$ cat config.mk
export PLATFORM = sky130hd
export DESIGN_NAME = pcd_controller
export DESIGN_NICKNAME = d
export VERILOG_FILES = /design/src/core/pcd_pkg.sv /design/src/core/pcd_controller.sv /design/src/core/pcd_divider.sv
export SDC_FILE = /design/constraint.sdc
export NUM_CORES = 1
export LEC_CHECK = 0
export BUFFER_PORTS_ARGS = -buffer_cell sky130_fd_sc_hd__clkbuf_2
export CORE_ASPECT_RATIO = 1.5
export CORE_MARGIN = 4
export CORE_UTILIZATION = 40
export DETAILED_ROUTE_END_ITERATION = 12
export SYNTH_ARGS = -nofsm -noshare
export SYNTH_HDL_FRONTEND = slang
export SYNTH_SLANG_ARGS = --single-unit
$ cat constraint.sdc
create_clock -name sys_clk -period 4.7 [get_ports sys_clk]
set_clock_uncertainty 0.15 [all_clocks]
set_input_delay 0.235 -clock sys_clk [delete_from_list [all_inputs] [get_ports sys_clk]]
set_output_delay 0.235 -clock sys_clk [all_outputs]
set_load 0.05 [all_outputs]
$ cat src/core/pcd_pkg.sv
/*
  Package for the clock divider controller: field widths, reset values
  and counts shared by the top module and the divider module.
  Assumes a single synchronous clock domain.
*/
package pcd_pkg;
  localparam int           NUM_SYS       = 16;
  localparam int           RATIO_W       = 5;
  localparam int           MULT_W        = 2;
  localparam logic [4:0]   RATIO_RST     = 5'h00;
  localparam logic [1:0]   MULT_RST      = 2'h0;
  localparam logic [15:0]  ENABLE_RST    = 16'hFFFF;
  localparam logic         PRE_EN_RST    = 1'b1;
  localparam logic         MODE_RST      = 1'b0;
  localparam logic         SRC_RST       = 1'b1;
  localparam logic         LRST_RST      = 1'b1;
  localparam logic [15:0]  ALIGN_RST     = 16'h0000;
  localparam logic [5:0]   HOLD_CYCLES   = 6'h20;

  typedef enum logic [1:0] {
    PCD_IDLE  = 2'b00,
    PCD_APPLY = 2'b01,
    PCD_HOLD  = 2'b10,
    PCD_DONE  = 2'b11
  } pcd_state_t;
endpackage

$ cat src/core/pcd_controller.sv
/*
  Clock divider controller top: mode routing, pre-divider, loop multiplier
  model, sixteen system dividers, apply (GO) sequencer and status.
  Assumes reference_clock_in is asynchronous and much slower than sys_clk;
  control bits are written by the CPU only.
*/
`timescale 1ns/1ps
`default_nettype none
// Notes on behaviour
// - loop multiplier factor one to four on pre-divided reference.
// - pre-divider and system dividers divide 1..32, each can be disabled.
// - disabled divider outputs no clock.
// - while source bit set, mode bit stored but ignored.
// - mode 1 routes via pre-divider and loop; 0 bypasses both.
// - mode bit resets to 0, bypass.
// - loop mode: reference divided by pre-divider, multiplied, fed to dividers.
// - enabled divider divides by applied ratio, 50% duty; in loop mode the burst loop ticks give uneven duty.
// - ratio writes only stored until apply operation.
// - writing 1 to apply trigger starts apply operation.
// - aligned changed clocks held low, restart together on rising edge.
// - changed unaligned clocks switch ratio immediately.
// - apply busy set during whole apply operation.
// - loop reset bit 1 holds loop in reset, 0 releases.
// - auxiliary output is reference clock unmodified.
// - sixteen system clock outputs, each with own divider.
// - ratio write to different value sets ratio changed bit.
// - apply busy returns to 0 at end of apply.
module pcd_controller
  import pcd_pkg::*;
(
  input  wire logic                         sys_clk,
  input  wire logic                         srst,
  input  wire logic                         reference_clock_in,
  input  wire logic                         loop_mode_select,
  input  wire logic                         mode_select_source,
  input  wire logic                         loop_reset_ctl,
  input  wire logic [pcd_pkg::MULT_W-1:0]   loop_multiplier,
  input  wire logic [pcd_pkg::RATIO_W-1:0]  pre_divider,
  input  wire logic                         pre_divider_enable,
  input  wire logic [pcd_pkg::NUM_SYS-1:0]  div_wr,
  input  wire logic [pcd_pkg::RATIO_W-1:0]  div_wr_ratio,
  input  wire logic [pcd_pkg::NUM_SYS-1:0]  system_divider_enable,
  input  wire logic [pcd_pkg::NUM_SYS-1:0]  align_select_reg,
  input  wire logic                         apply_trigger,
  output logic                              apply_busy,
  output logic [pcd_pkg::NUM_SYS-1:0]       ratio_changed_reg,
  output logic                              loop_in_reset,
  output logic                              mode_effective,
  output logic                              auxiliary_clock_out,
  output logic [pcd_pkg::NUM_SYS-1:0]       system_clock_out
);
  import pcd_pkg::*;

  // Reference synchroniser, three stages
  logic [2:0] ref_sync_reg, ref_sync_next;
  logic       ref_lvl_reg, ref_lvl_next;
  logic       ref_tick;
  logic       ref_edge;

  // Control state
  logic                  mode_reg, mode_next;
  logic                  lrst_reg, lrst_next;
  logic                  aux_reg, aux_next;
  logic [RATIO_W-1:0]    pre_cnt_reg, pre_cnt_next;
  logic [2:0]            mul_cnt_reg, mul_cnt_next;
  logic                  pre_tick, loop_tick, div_tick;
  logic [RATIO_W-1:0]    ratio_reg [NUM_SYS];
  logic [RATIO_W-1:0]    ratio_next [NUM_SYS];
  logic [NUM_SYS-1:0]    chg_reg, chg_next;
  logic [NUM_SYS-1:0]    applied_reg, applied_next;
  pcd_state_t            state_reg, state_next;
  logic [5:0]            hold_cnt_reg, hold_cnt_next;
  logic                  busy_reg, busy_next;
  logic [NUM_SYS-1:0]    hold_mask, load_mask, div_out;

  always_comb
  begin
    ref_sync_next = {ref_sync_reg[1:0], reference_clock_in};
    ref_lvl_next  = ref_lvl_reg;
    if (ref_sync_reg[1] == ref_sync_reg[2])
      ref_lvl_next = ref_sync_reg[2];
    ref_tick = ref_lvl_next && !ref_lvl_reg;
    ref_edge = ref_lvl_next != ref_lvl_reg;
    aux_next = ref_lvl_next;
  end

  // Mode routing and loop model
  always_comb
  begin
    mode_next   = mode_reg;
    lrst_next   = loop_reset_ctl;
    pre_cnt_next = pre_cnt_reg;
    mul_cnt_next = mul_cnt_reg;
    pre_tick    = 1'b0;
    if (!mode_select_source)
      mode_next = loop_mode_select;
    if (ref_tick && pre_divider_enable)
    begin
      if (pre_cnt_reg >= pre_divider)
      begin
        pre_cnt_next = '0;
        pre_tick     = 1'b1;
      end
      else
        pre_cnt_next = pre_cnt_reg + 5'h01;
    end
    // Loop clock emitted as edge ticks on sys_clk, two per multiplied period
    loop_tick = 1'b0;
    if (lrst_reg)
      mul_cnt_next = 3'h0;
    else if (pre_tick)
    begin
      mul_cnt_next = {loop_multiplier, 1'b1};
      loop_tick    = 1'b1;
    end
    else if (mul_cnt_reg != 3'h0)
    begin
      mul_cnt_next = mul_cnt_reg - 3'h1;
      loop_tick    = 1'b1;
    end
    // Bypass feeds the reference straight in
    div_tick = mode_reg ? loop_tick : ref_edge;
  end

  // Ratio storage and change flags
  always_comb
  begin
    chg_next = chg_reg;
    for (int i = 0; i < NUM_SYS; i++)
    begin
      ratio_next[i] = ratio_reg[i];
      if (div_wr[i])
        ratio_next[i] = div_wr_ratio;
    end
    // Clear first so a new change in the same cycle wins
    if (state_reg == PCD_DONE)
      chg_next = chg_reg & ~applied_reg;
    for (int i = 0; i < NUM_SYS; i++)
      if (div_wr[i] && div_wr_ratio != ratio_reg[i])
        chg_next[i] = 1'b1;
  end

  // Apply sequencer
  always_comb
  begin
    state_next    = state_reg;
    hold_cnt_next = hold_cnt_reg;
    busy_next     = busy_reg;
    applied_next  = applied_reg;
    hold_mask     = '0;
    load_mask     = '0;
    case (state_reg)
      PCD_IDLE:
      begin
        if (apply_trigger)
        begin
          state_next   = PCD_APPLY;
          busy_next    = 1'b1;
          applied_next = chg_reg;
        end
      end
      PCD_APPLY:
      begin
        load_mask     = applied_reg & ~align_select_reg;
        hold_mask     = applied_reg & align_select_reg;
        hold_cnt_next = HOLD_CYCLES;
        state_next    = PCD_HOLD;
      end
      PCD_HOLD:
      begin
        hold_mask = applied_reg & align_select_reg;
        if (hold_cnt_reg == 6'h00)
        begin
          load_mask  = applied_reg & align_select_reg;
          state_next = PCD_DONE;
        end
        else
          hold_cnt_next = hold_cnt_reg - 6'h01;
      end
      PCD_DONE:
      begin
        busy_next  = 1'b0;
        state_next = PCD_IDLE;
      end
      default:
        state_next = PCD_IDLE;
    endcase
  end

  for (genvar g = 0; g < NUM_SYS; g++)
  begin : g_div
    pcd_divider u_div (
      .sys_clk  (sys_clk),
      .srst     (srst),
      .ref_tick (div_tick),
      .enable   (system_divider_enable[g]),
      .hold     (hold_mask[g]),
      .load_now (load_mask[g]),
      .ratio    (ratio_reg[g]),
      .clk_out  (div_out[g])
    );
  end

  always_ff @(posedge sys_clk)
  begin
    if (srst)
    begin
      ref_sync_reg <= 3'h0;
      ref_lvl_reg  <= 1'b0;
      aux_reg      <= 1'b0;
      mode_reg     <= MODE_RST;
      lrst_reg     <= LRST_RST;
      pre_cnt_reg  <= '0;
      mul_cnt_reg  <= 3'h0;
      chg_reg      <= '0;
      applied_reg  <= '0;
      state_reg    <= PCD_IDLE;
      hold_cnt_reg <= 6'h00;
      busy_reg     <= 1'b0;
      for (int i = 0; i < NUM_SYS; i++)
        ratio_reg[i] <= RATIO_RST;
    end
    else
    begin
      ref_sync_reg <= ref_sync_next;
      ref_lvl_reg  <= ref_lvl_next;
      aux_reg      <= aux_next;
      mode_reg     <= mode_next;
      lrst_reg     <= lrst_next;
      pre_cnt_reg  <= pre_cnt_next;
      mul_cnt_reg  <= mul_cnt_next;
      chg_reg      <= chg_next;
      applied_reg  <= applied_next;
      state_reg    <= state_next;
      hold_cnt_reg <= hold_cnt_next;
      busy_reg     <= busy_next;
      for (int i = 0; i < NUM_SYS; i++)
        ratio_reg[i] <= ratio_next[i];
    end
  end

  assign apply_busy          = busy_reg;
  assign ratio_changed_reg   = chg_reg;
  assign loop_in_reset       = lrst_reg;
  assign mode_effective      = mode_reg;
  assign auxiliary_clock_out = aux_reg;
  assign system_clock_out    = div_out;

  property p_src_blocks;
    @(posedge sys_clk) disable iff (srst)
      mode_select_source |=> $stable(mode_effective);
  endproperty
  a_src_blocks: assert property (p_src_blocks) else $error("mode changed while source set");

  property p_start;
    @(posedge sys_clk) disable iff (srst)
      (state_reg == PCD_IDLE && apply_trigger) |=> apply_busy;
  endproperty
  a_start: assert property (p_start) else $error("apply did not start");

  property p_busy_end;
    @(posedge sys_clk) disable iff (srst)
      $rose(apply_busy) |-> ##[34:36] !apply_busy;
  endproperty
  a_busy_end: assert property (p_busy_end) else $error("busy length wrong");

  property p_busy_hold;
    @(posedge sys_clk) disable iff (srst)
      (state_reg == PCD_HOLD) |-> apply_busy;
  endproperty
  a_busy_hold: assert property (p_busy_hold) else $error("busy dropped during apply");

  property p_chg_set;
    @(posedge sys_clk) disable iff (srst)
      (div_wr[3] && div_wr_ratio != ratio_reg[3]) |=> ratio_changed_reg[3];
  endproperty
  a_chg_set: assert property (p_chg_set) else $error("change flag not set");

  property p_held_low;
    @(posedge sys_clk) disable iff (srst)
      (state_reg == PCD_HOLD) |-> (system_clock_out & hold_mask) == '0;
  endproperty
  a_held_low: assert property (p_held_low) else $error("aligned clock not held");

  property p_aux;
    @(posedge sys_clk) disable iff (srst)
      $changed(ref_lvl_reg) |=> auxiliary_clock_out == $past(ref_lvl_reg);
  endproperty
  a_aux: assert property (p_aux) else $error("aux not following reference");

  property p_lrst;
    @(posedge sys_clk) disable iff (srst) loop_reset_ctl |=> loop_in_reset;
  endproperty
  a_lrst: assert property (p_lrst) else $error("loop not held in reset");

  property p_ratio_stored;
    @(posedge sys_clk) disable iff (srst) div_wr[6] |=> ratio_reg[6] == $past(div_wr_ratio);
  endproperty
  a_ratio_stored: assert property (p_ratio_stored) else $error("ratio not stored");

  c_apply: cover property (@(posedge sys_clk) $fell(apply_busy));
  c_loop:  cover property (@(posedge sys_clk) mode_effective && system_clock_out[0]);
  c_align: cover property (@(posedge sys_clk) state_reg == PCD_HOLD && hold_mask != '0);
endmodule
`default_nettype wire

$ cat src/core/pcd_divider.sv
/*
  One programmable clock divider: divide by ratio+1 (1..32), 50% duty,
  output registered. Toggles once every ratio+1 input edges.
  Assumes ref_tick marks each edge, rising and falling, of its input clock.
*/
`timescale 1ns/1ps
`default_nettype none
module pcd_divider
  import pcd_pkg::*;
(
  input  wire logic               sys_clk,
  input  wire logic               srst,
  input  wire logic               ref_tick,
  input  wire logic               enable,
  input  wire logic               hold,
  input  wire logic               load_now,
  input  wire logic [RATIO_W-1:0] ratio,
  output logic                    clk_out
);
  logic [RATIO_W-1:0] cnt_reg, cnt_next;
  logic [RATIO_W-1:0] act_reg, act_next;
  logic               out_reg, out_next;

  always_comb
  begin
    cnt_next = cnt_reg;
    act_next = act_reg;
    out_next = out_reg;
    if (load_now)
      act_next = ratio;
    if (!enable || hold)
    begin
      // Parked low at end of period, so the first edge after release rises
      cnt_next = act_next;
      out_next = 1'b0;
    end
    else if (ref_tick)
    begin
      // Toggle every ratio+1 edges: exact half duty for odd ratios too
      if (cnt_reg >= act_reg)
      begin
        cnt_next = '0;
        out_next = ~out_reg;
      end
      else
        cnt_next = cnt_reg + 5'h01;
    end
  end

  always_ff @(posedge sys_clk)
  begin
    if (srst)
    begin
      cnt_reg <= '0;
      act_reg <= RATIO_RST;
      out_reg <= 1'b0;
    end
    else
    begin
      cnt_reg <= cnt_next;
      act_reg <= act_next;
      out_reg <= out_next;
    end
  end

  assign clk_out = out_reg;

  property p_off_low;
    @(posedge sys_clk) disable iff (srst) !enable |=> !clk_out;
  endproperty
  a_off_low: assert property (p_off_low) else $error("disabled divider toggled");
endmodule
`default_nettype wire

==> summary by stage <==
Logic synthesis
The number of nets handed over by synthesis was 2,078. The most frequently used flop master after synthesis is sky130_fd_sc_hd__dfxtp_1. Dividing the synthesized area by the synthesized cell count gives 8.71 um2. The cell area after synthesis is 0.0165 mm2. The flip-flop and latch count after synthesis is 311. For this run, the register share of the synthesized area comes to 0.376. For this run, the number of Yosys warnings is 0. Synthesis produced 1,899 cells. The number of distinct library cells after synthesis is 62. The biggest area consumer among synthesized cells is sky130_fd_sc_hd__dfxtp_1. Ranked by total cell area, the synthesized netlist is headed by sky130_fd_sc_hd__dfxtp_1, sky130_fd_sc_hd__mux2i_1, sky130_fd_sc_hd__ha_1, sky130_fd_sc_hd__nor2_1, sky130_fd_sc_hd__a21oi_1. The number of enable-type register cells in the synthesized netlist is 0. Of the post-synthesis cell area, the dominant cell type holds 0.376. The async set-reset flop share out of synthesis is 0.

Drt
The highest routing layer actually used is met4. The first-pass iteration count of the detailed router is 5. In the routed design, unresolved DRC markers number 0. The post-detailed-routing wire length is 44,600 um.

The total met3 wirelength after detailed routing is 1750 um. The violation count after the first detailed-route iteration is 745. The count of nets left with antenna violations once routing finished came out at 0. The routed layout has 13,700 vias. The total routed wire length on the met1 layer is 18,500 um. The detailed-route wire length per cell is 17.8 um.

Using the TritonRoute via totals, the vias-per-cell ratio works out to 5.46. Detailed routing placed a total of 22,600 um of wire on met2.

Clocking
TritonCTS built the clock tree. The clock edge transition at the registers on the reported setup and hold paths is 60 ps. In this run the deepest clock path goes through 3 buffers.

The H-tree level count is 1. The number of clock sinks is 311. The number of buffers inserted for hold repair after clock tree synthesis is 48.

TritonCTS created 30 clock buffers. Once the clock tree was built, the setup fixing pass inserted 0 buffers. The quantity of gates resized following cts is 0. For the worst-skew pair, the clock arrives at the later sink with an insertion delay of 580 ps.

CTS placed an instance of sky130_fd_sc_hd__clkbuf_16 at the clock tree root.

Floorplan
The number of I/O pins is 104. The total number of placement rows is 91. The die is 257 um tall. The floorplan step defined a die boundary enclosing 0.0447 mm2. The starting density of the core is 0.404. The floorplan step set the die width to 174 um. The placeable core region is 0.0410 mm2.

GRT
The first global-routing pass estimated 72,500 um of wire. The number of antenna violations at the first check in global routing was 0. The leftover overflow at the end of global routing is 0. The aggregate global-route resource usage is 0.196.

The largest net degree at the start of global routing is 185. The via count of the first global-routing pass is 13,900.

STA
The number of hold violations in the final report is 0. Setup repair after global routing left no endpoint under its margin. The ratio of final minimum period to clock period is 0.826. Subtracting the final worst setup slack from the clock period gives 3880 ps.

The pin slew with the least headroom to its limit is 1140 ps. The number of failing setup endpoints in the final timing report is 0. For this run, the top clock speed supported by timing is 0.257 GHz.

The number of slew-limit violations in the final report came to 0. The worst pin sits at a relative slew slack of 0.236. The final sum of negative setup slack is 0 ps.

Power and ir drop
Total power for the finished layout comes to 6.72 mW. The cell leakage power is 8.04 nW. The power density over cell area is 359 mW/mm2. The worst voltage drop across the vdd grid is 0.306 mV.

Layout
The net count of the finished layout is 2,155. In the final layout, the share of cells above drive strength 1 is 0.111. The area added between synthesis and finish is 13.3%. Measured on the finished design, the core utilization comes to 0.457. The antenna diode instance count is 0.

Min path
Counting instances, the worst hold path has a depth of 4. The type of the worst min-delay path is input port to flip-flop.

Place
Routability-driven placement finished with a final weighted congestion of 0.814. Buffers placed on the I/O ports in this run total 103. The half-perimeter wire length after detailed placement is 30,500 um.

Worst setup path
Setup slack on the worst reg-to-reg path comes out at 820 ps. Measured in cells, the most critical reg-to-reg path has a length of 7. The top fanout value on the critical path is 26. The category of the worst setup path capture point is a flip-flop. For the worst setup path, the data arrival time is 4250 ps.

The critical path in this run is classified as flip-flop to flip-flop. The worst setup path is launched from a flip-flop. The critical path data required time is 5060 ps.

Flow run
The tool flagged a number of max-cap violations equal to 0.

Outcome
The flow ran to the end, and the final reports show no timing, DRC or antenna violations.
## metrics by stage
stage / setup WS, ps / instances / cell area (um2) / hold slack (ps)
detailed placement: 1410 / 2407 / 17300 / 276
global placement: 1500 / 2407 / 17300 / 274
floorplan: 1930 / 1899 / 16500 / 189
global route: 553 / 2509 / 18700 / 45.1
CTS: 926 / 2509 / 18700 / 3.80
finish: 816 / 2509 / 18700 / 26.7
## area by class of cell
cell class	count	area, um2
fillers	4058	22300
multi-input cells	1352	9330
flip-flops and latches	311	6230
repair buffers	167	1140
clock buffers	46	932
well taps	511	639
inverters	114	428
clock inverters	8	45.0
## report_power, final
part,internal [mW],leakage (nW),switching [mW]
Clock,1.36,0.484,1.06
Combinational,0.461,5.02,0.934
Sequential,2.77,2.54,0.136
Total,4.59,8.04,2.13
## routing by layer
layer / vias to the layer above / global-route usage
li1: 6762 / -
met1: 6554 / 0.229
met2: 279 / 0.363
met3: 100 / 0.0248
met4: 0 / 0.0777
met5: - / 0
## cell usage after synthesis, types with 17 or more instances
| cell | count |
|---|---|
| sky130_fd_sc_hd__nor2b_1 | 33 |
| sky130_fd_sc_hd__nand2_1 | 130 |
| sky130_fd_sc_hd__o31ai_1 | 17 |
| sky130_fd_sc_hd__dfxtp_1 | 311 |
| sky130_fd_sc_hd__a211oi_1 | 22 |
| sky130_fd_sc_hd__inv_1 | 114 |
| sky130_fd_sc_hd__a31oi_1 | 29 |
| sky130_fd_sc_hd__ha_1 | 111 |
| sky130_fd_sc_hd__a221oi_1 | 39 |
| sky130_fd_sc_hd__clkbuf_1 | 80 |
| sky130_fd_sc_hd__a21o_1 | 20 |
| sky130_fd_sc_hd__o21ai_0 | 52 |
| sky130_fd_sc_hd__nor3_1 | 31 |
| sky130_fd_sc_hd__buf_4 | 22 |
| sky130_fd_sc_hd__mux2i_1 | 163 |
| sky130_fd_sc_hd__nor2_1 | 235 |
| sky130_fd_sc_hd__xnor2_1 | 52 |
| sky130_fd_sc_hd__xor2_1 | 54 |
| sky130_fd_sc_hd__nand2b_1 | 21 |
| sky130_fd_sc_hd__a21oi_1 | 116 |
| sky130_fd_sc_hd__nand3_1 | 108 |
## critical path: stages, from the launching register on
cell,delay (ps)
sky130_fd_sc_hd__dfxtp_1,320
sky130_fd_sc_hd__maj3_1,360
sky130_fd_sc_hd__ha_1,350
sky130_fd_sc_hd__mux2_2,590
sky130_fd_sc_hd__nor2_1,970
sky130_fd_sc_hd__nand3_1,200
sky130_fd_sc_hd__a41oi_1,290
sky130_fd_sc_hd__dlygate4sd3_1,570
## worst paths after layout
check / end / start
setup / recovery: g_div[2].u_div.cnt_reg[1]$_SDFFE_PP0P_ / auxiliary_clock_out$_SDFF_PP0_
hold / removal: state_reg[1]$_SDFFE_PP0P_ / apply_trigger
setup reg to reg: g_div[2].u_div.cnt_reg[1]$_SDFFE_PP0P_ / auxiliary_clock_out$_SDFF_PP0_
hold reg to reg: applied_reg[1]$_SDFFE_PP0P_ / ratio_changed_reg[1]$_SDFFE_PP0P_
## layout by cell type (no fill, tap or decap), types with 5 or more instances in the layout
cell                            netlist  final
sky130_fd_sc_hd__a211oi_1            22     22
sky130_fd_sc_hd__a21o_1              20     20
sky130_fd_sc_hd__a21oi_1            116    116
sky130_fd_sc_hd__a221oi_1            39     39
sky130_fd_sc_hd__a31oi_1             29     29
sky130_fd_sc_hd__and2_1               6      6
sky130_fd_sc_hd__buf_4               22     15
sky130_fd_sc_hd__clkbuf_1            80      5
sky130_fd_sc_hd__clkbuf_16            0     31
sky130_fd_sc_hd__clkbuf_2             2    102
sky130_fd_sc_hd__clkbuf_8             0     11
sky130_fd_sc_hd__clkinv_2             0      6
sky130_fd_sc_hd__dfxtp_1            311    311
sky130_fd_sc_hd__dlygate4sd3_1        0     48
sky130_fd_sc_hd__ha_1               111    110
sky130_fd_sc_hd__inv_1              114    114
sky130_fd_sc_hd__mux2i_1            163    162
sky130_fd_sc_hd__nand2_1            130    130
sky130_fd_sc_hd__nand2b_1            21     21
sky130_fd_sc_hd__nand3_1            108    108
sky130_fd_sc_hd__nand3_2             12     12
sky130_fd_sc_hd__nor2_1             235    235
sky130_fd_sc_hd__nor2b_1             33     33
sky130_fd_sc_hd__nor3_1              31     31
sky130_fd_sc_hd__nor3_2               7      7
sky130_fd_sc_hd__nor4b_1              8      8
sky130_fd_sc_hd__o211ai_1             8      8
sky130_fd_sc_hd__o21ai_0             52     52
sky130_fd_sc_hd__o221a_2              5      5
sky130_fd_sc_hd__o22ai_1              8      8
sky130_fd_sc_hd__o2bb2ai_2            8      8
sky130_fd_sc_hd__o31ai_1             17     17
sky130_fd_sc_hd__o32ai_2              9      9
sky130_fd_sc_hd__xnor2_1             52     52
sky130_fd_sc_hd__xor2_1              54     54
## cell families after synthesis
group	share of synthesized area
fa+ha+maj	0.0846
compound gates	0.150
flops	0.376
simple gates	0.172
buf+inv	0.0610
xor+xnor	0.0561
mux	0.101
No activity file was read; power rests on OpenSTA's default activity.
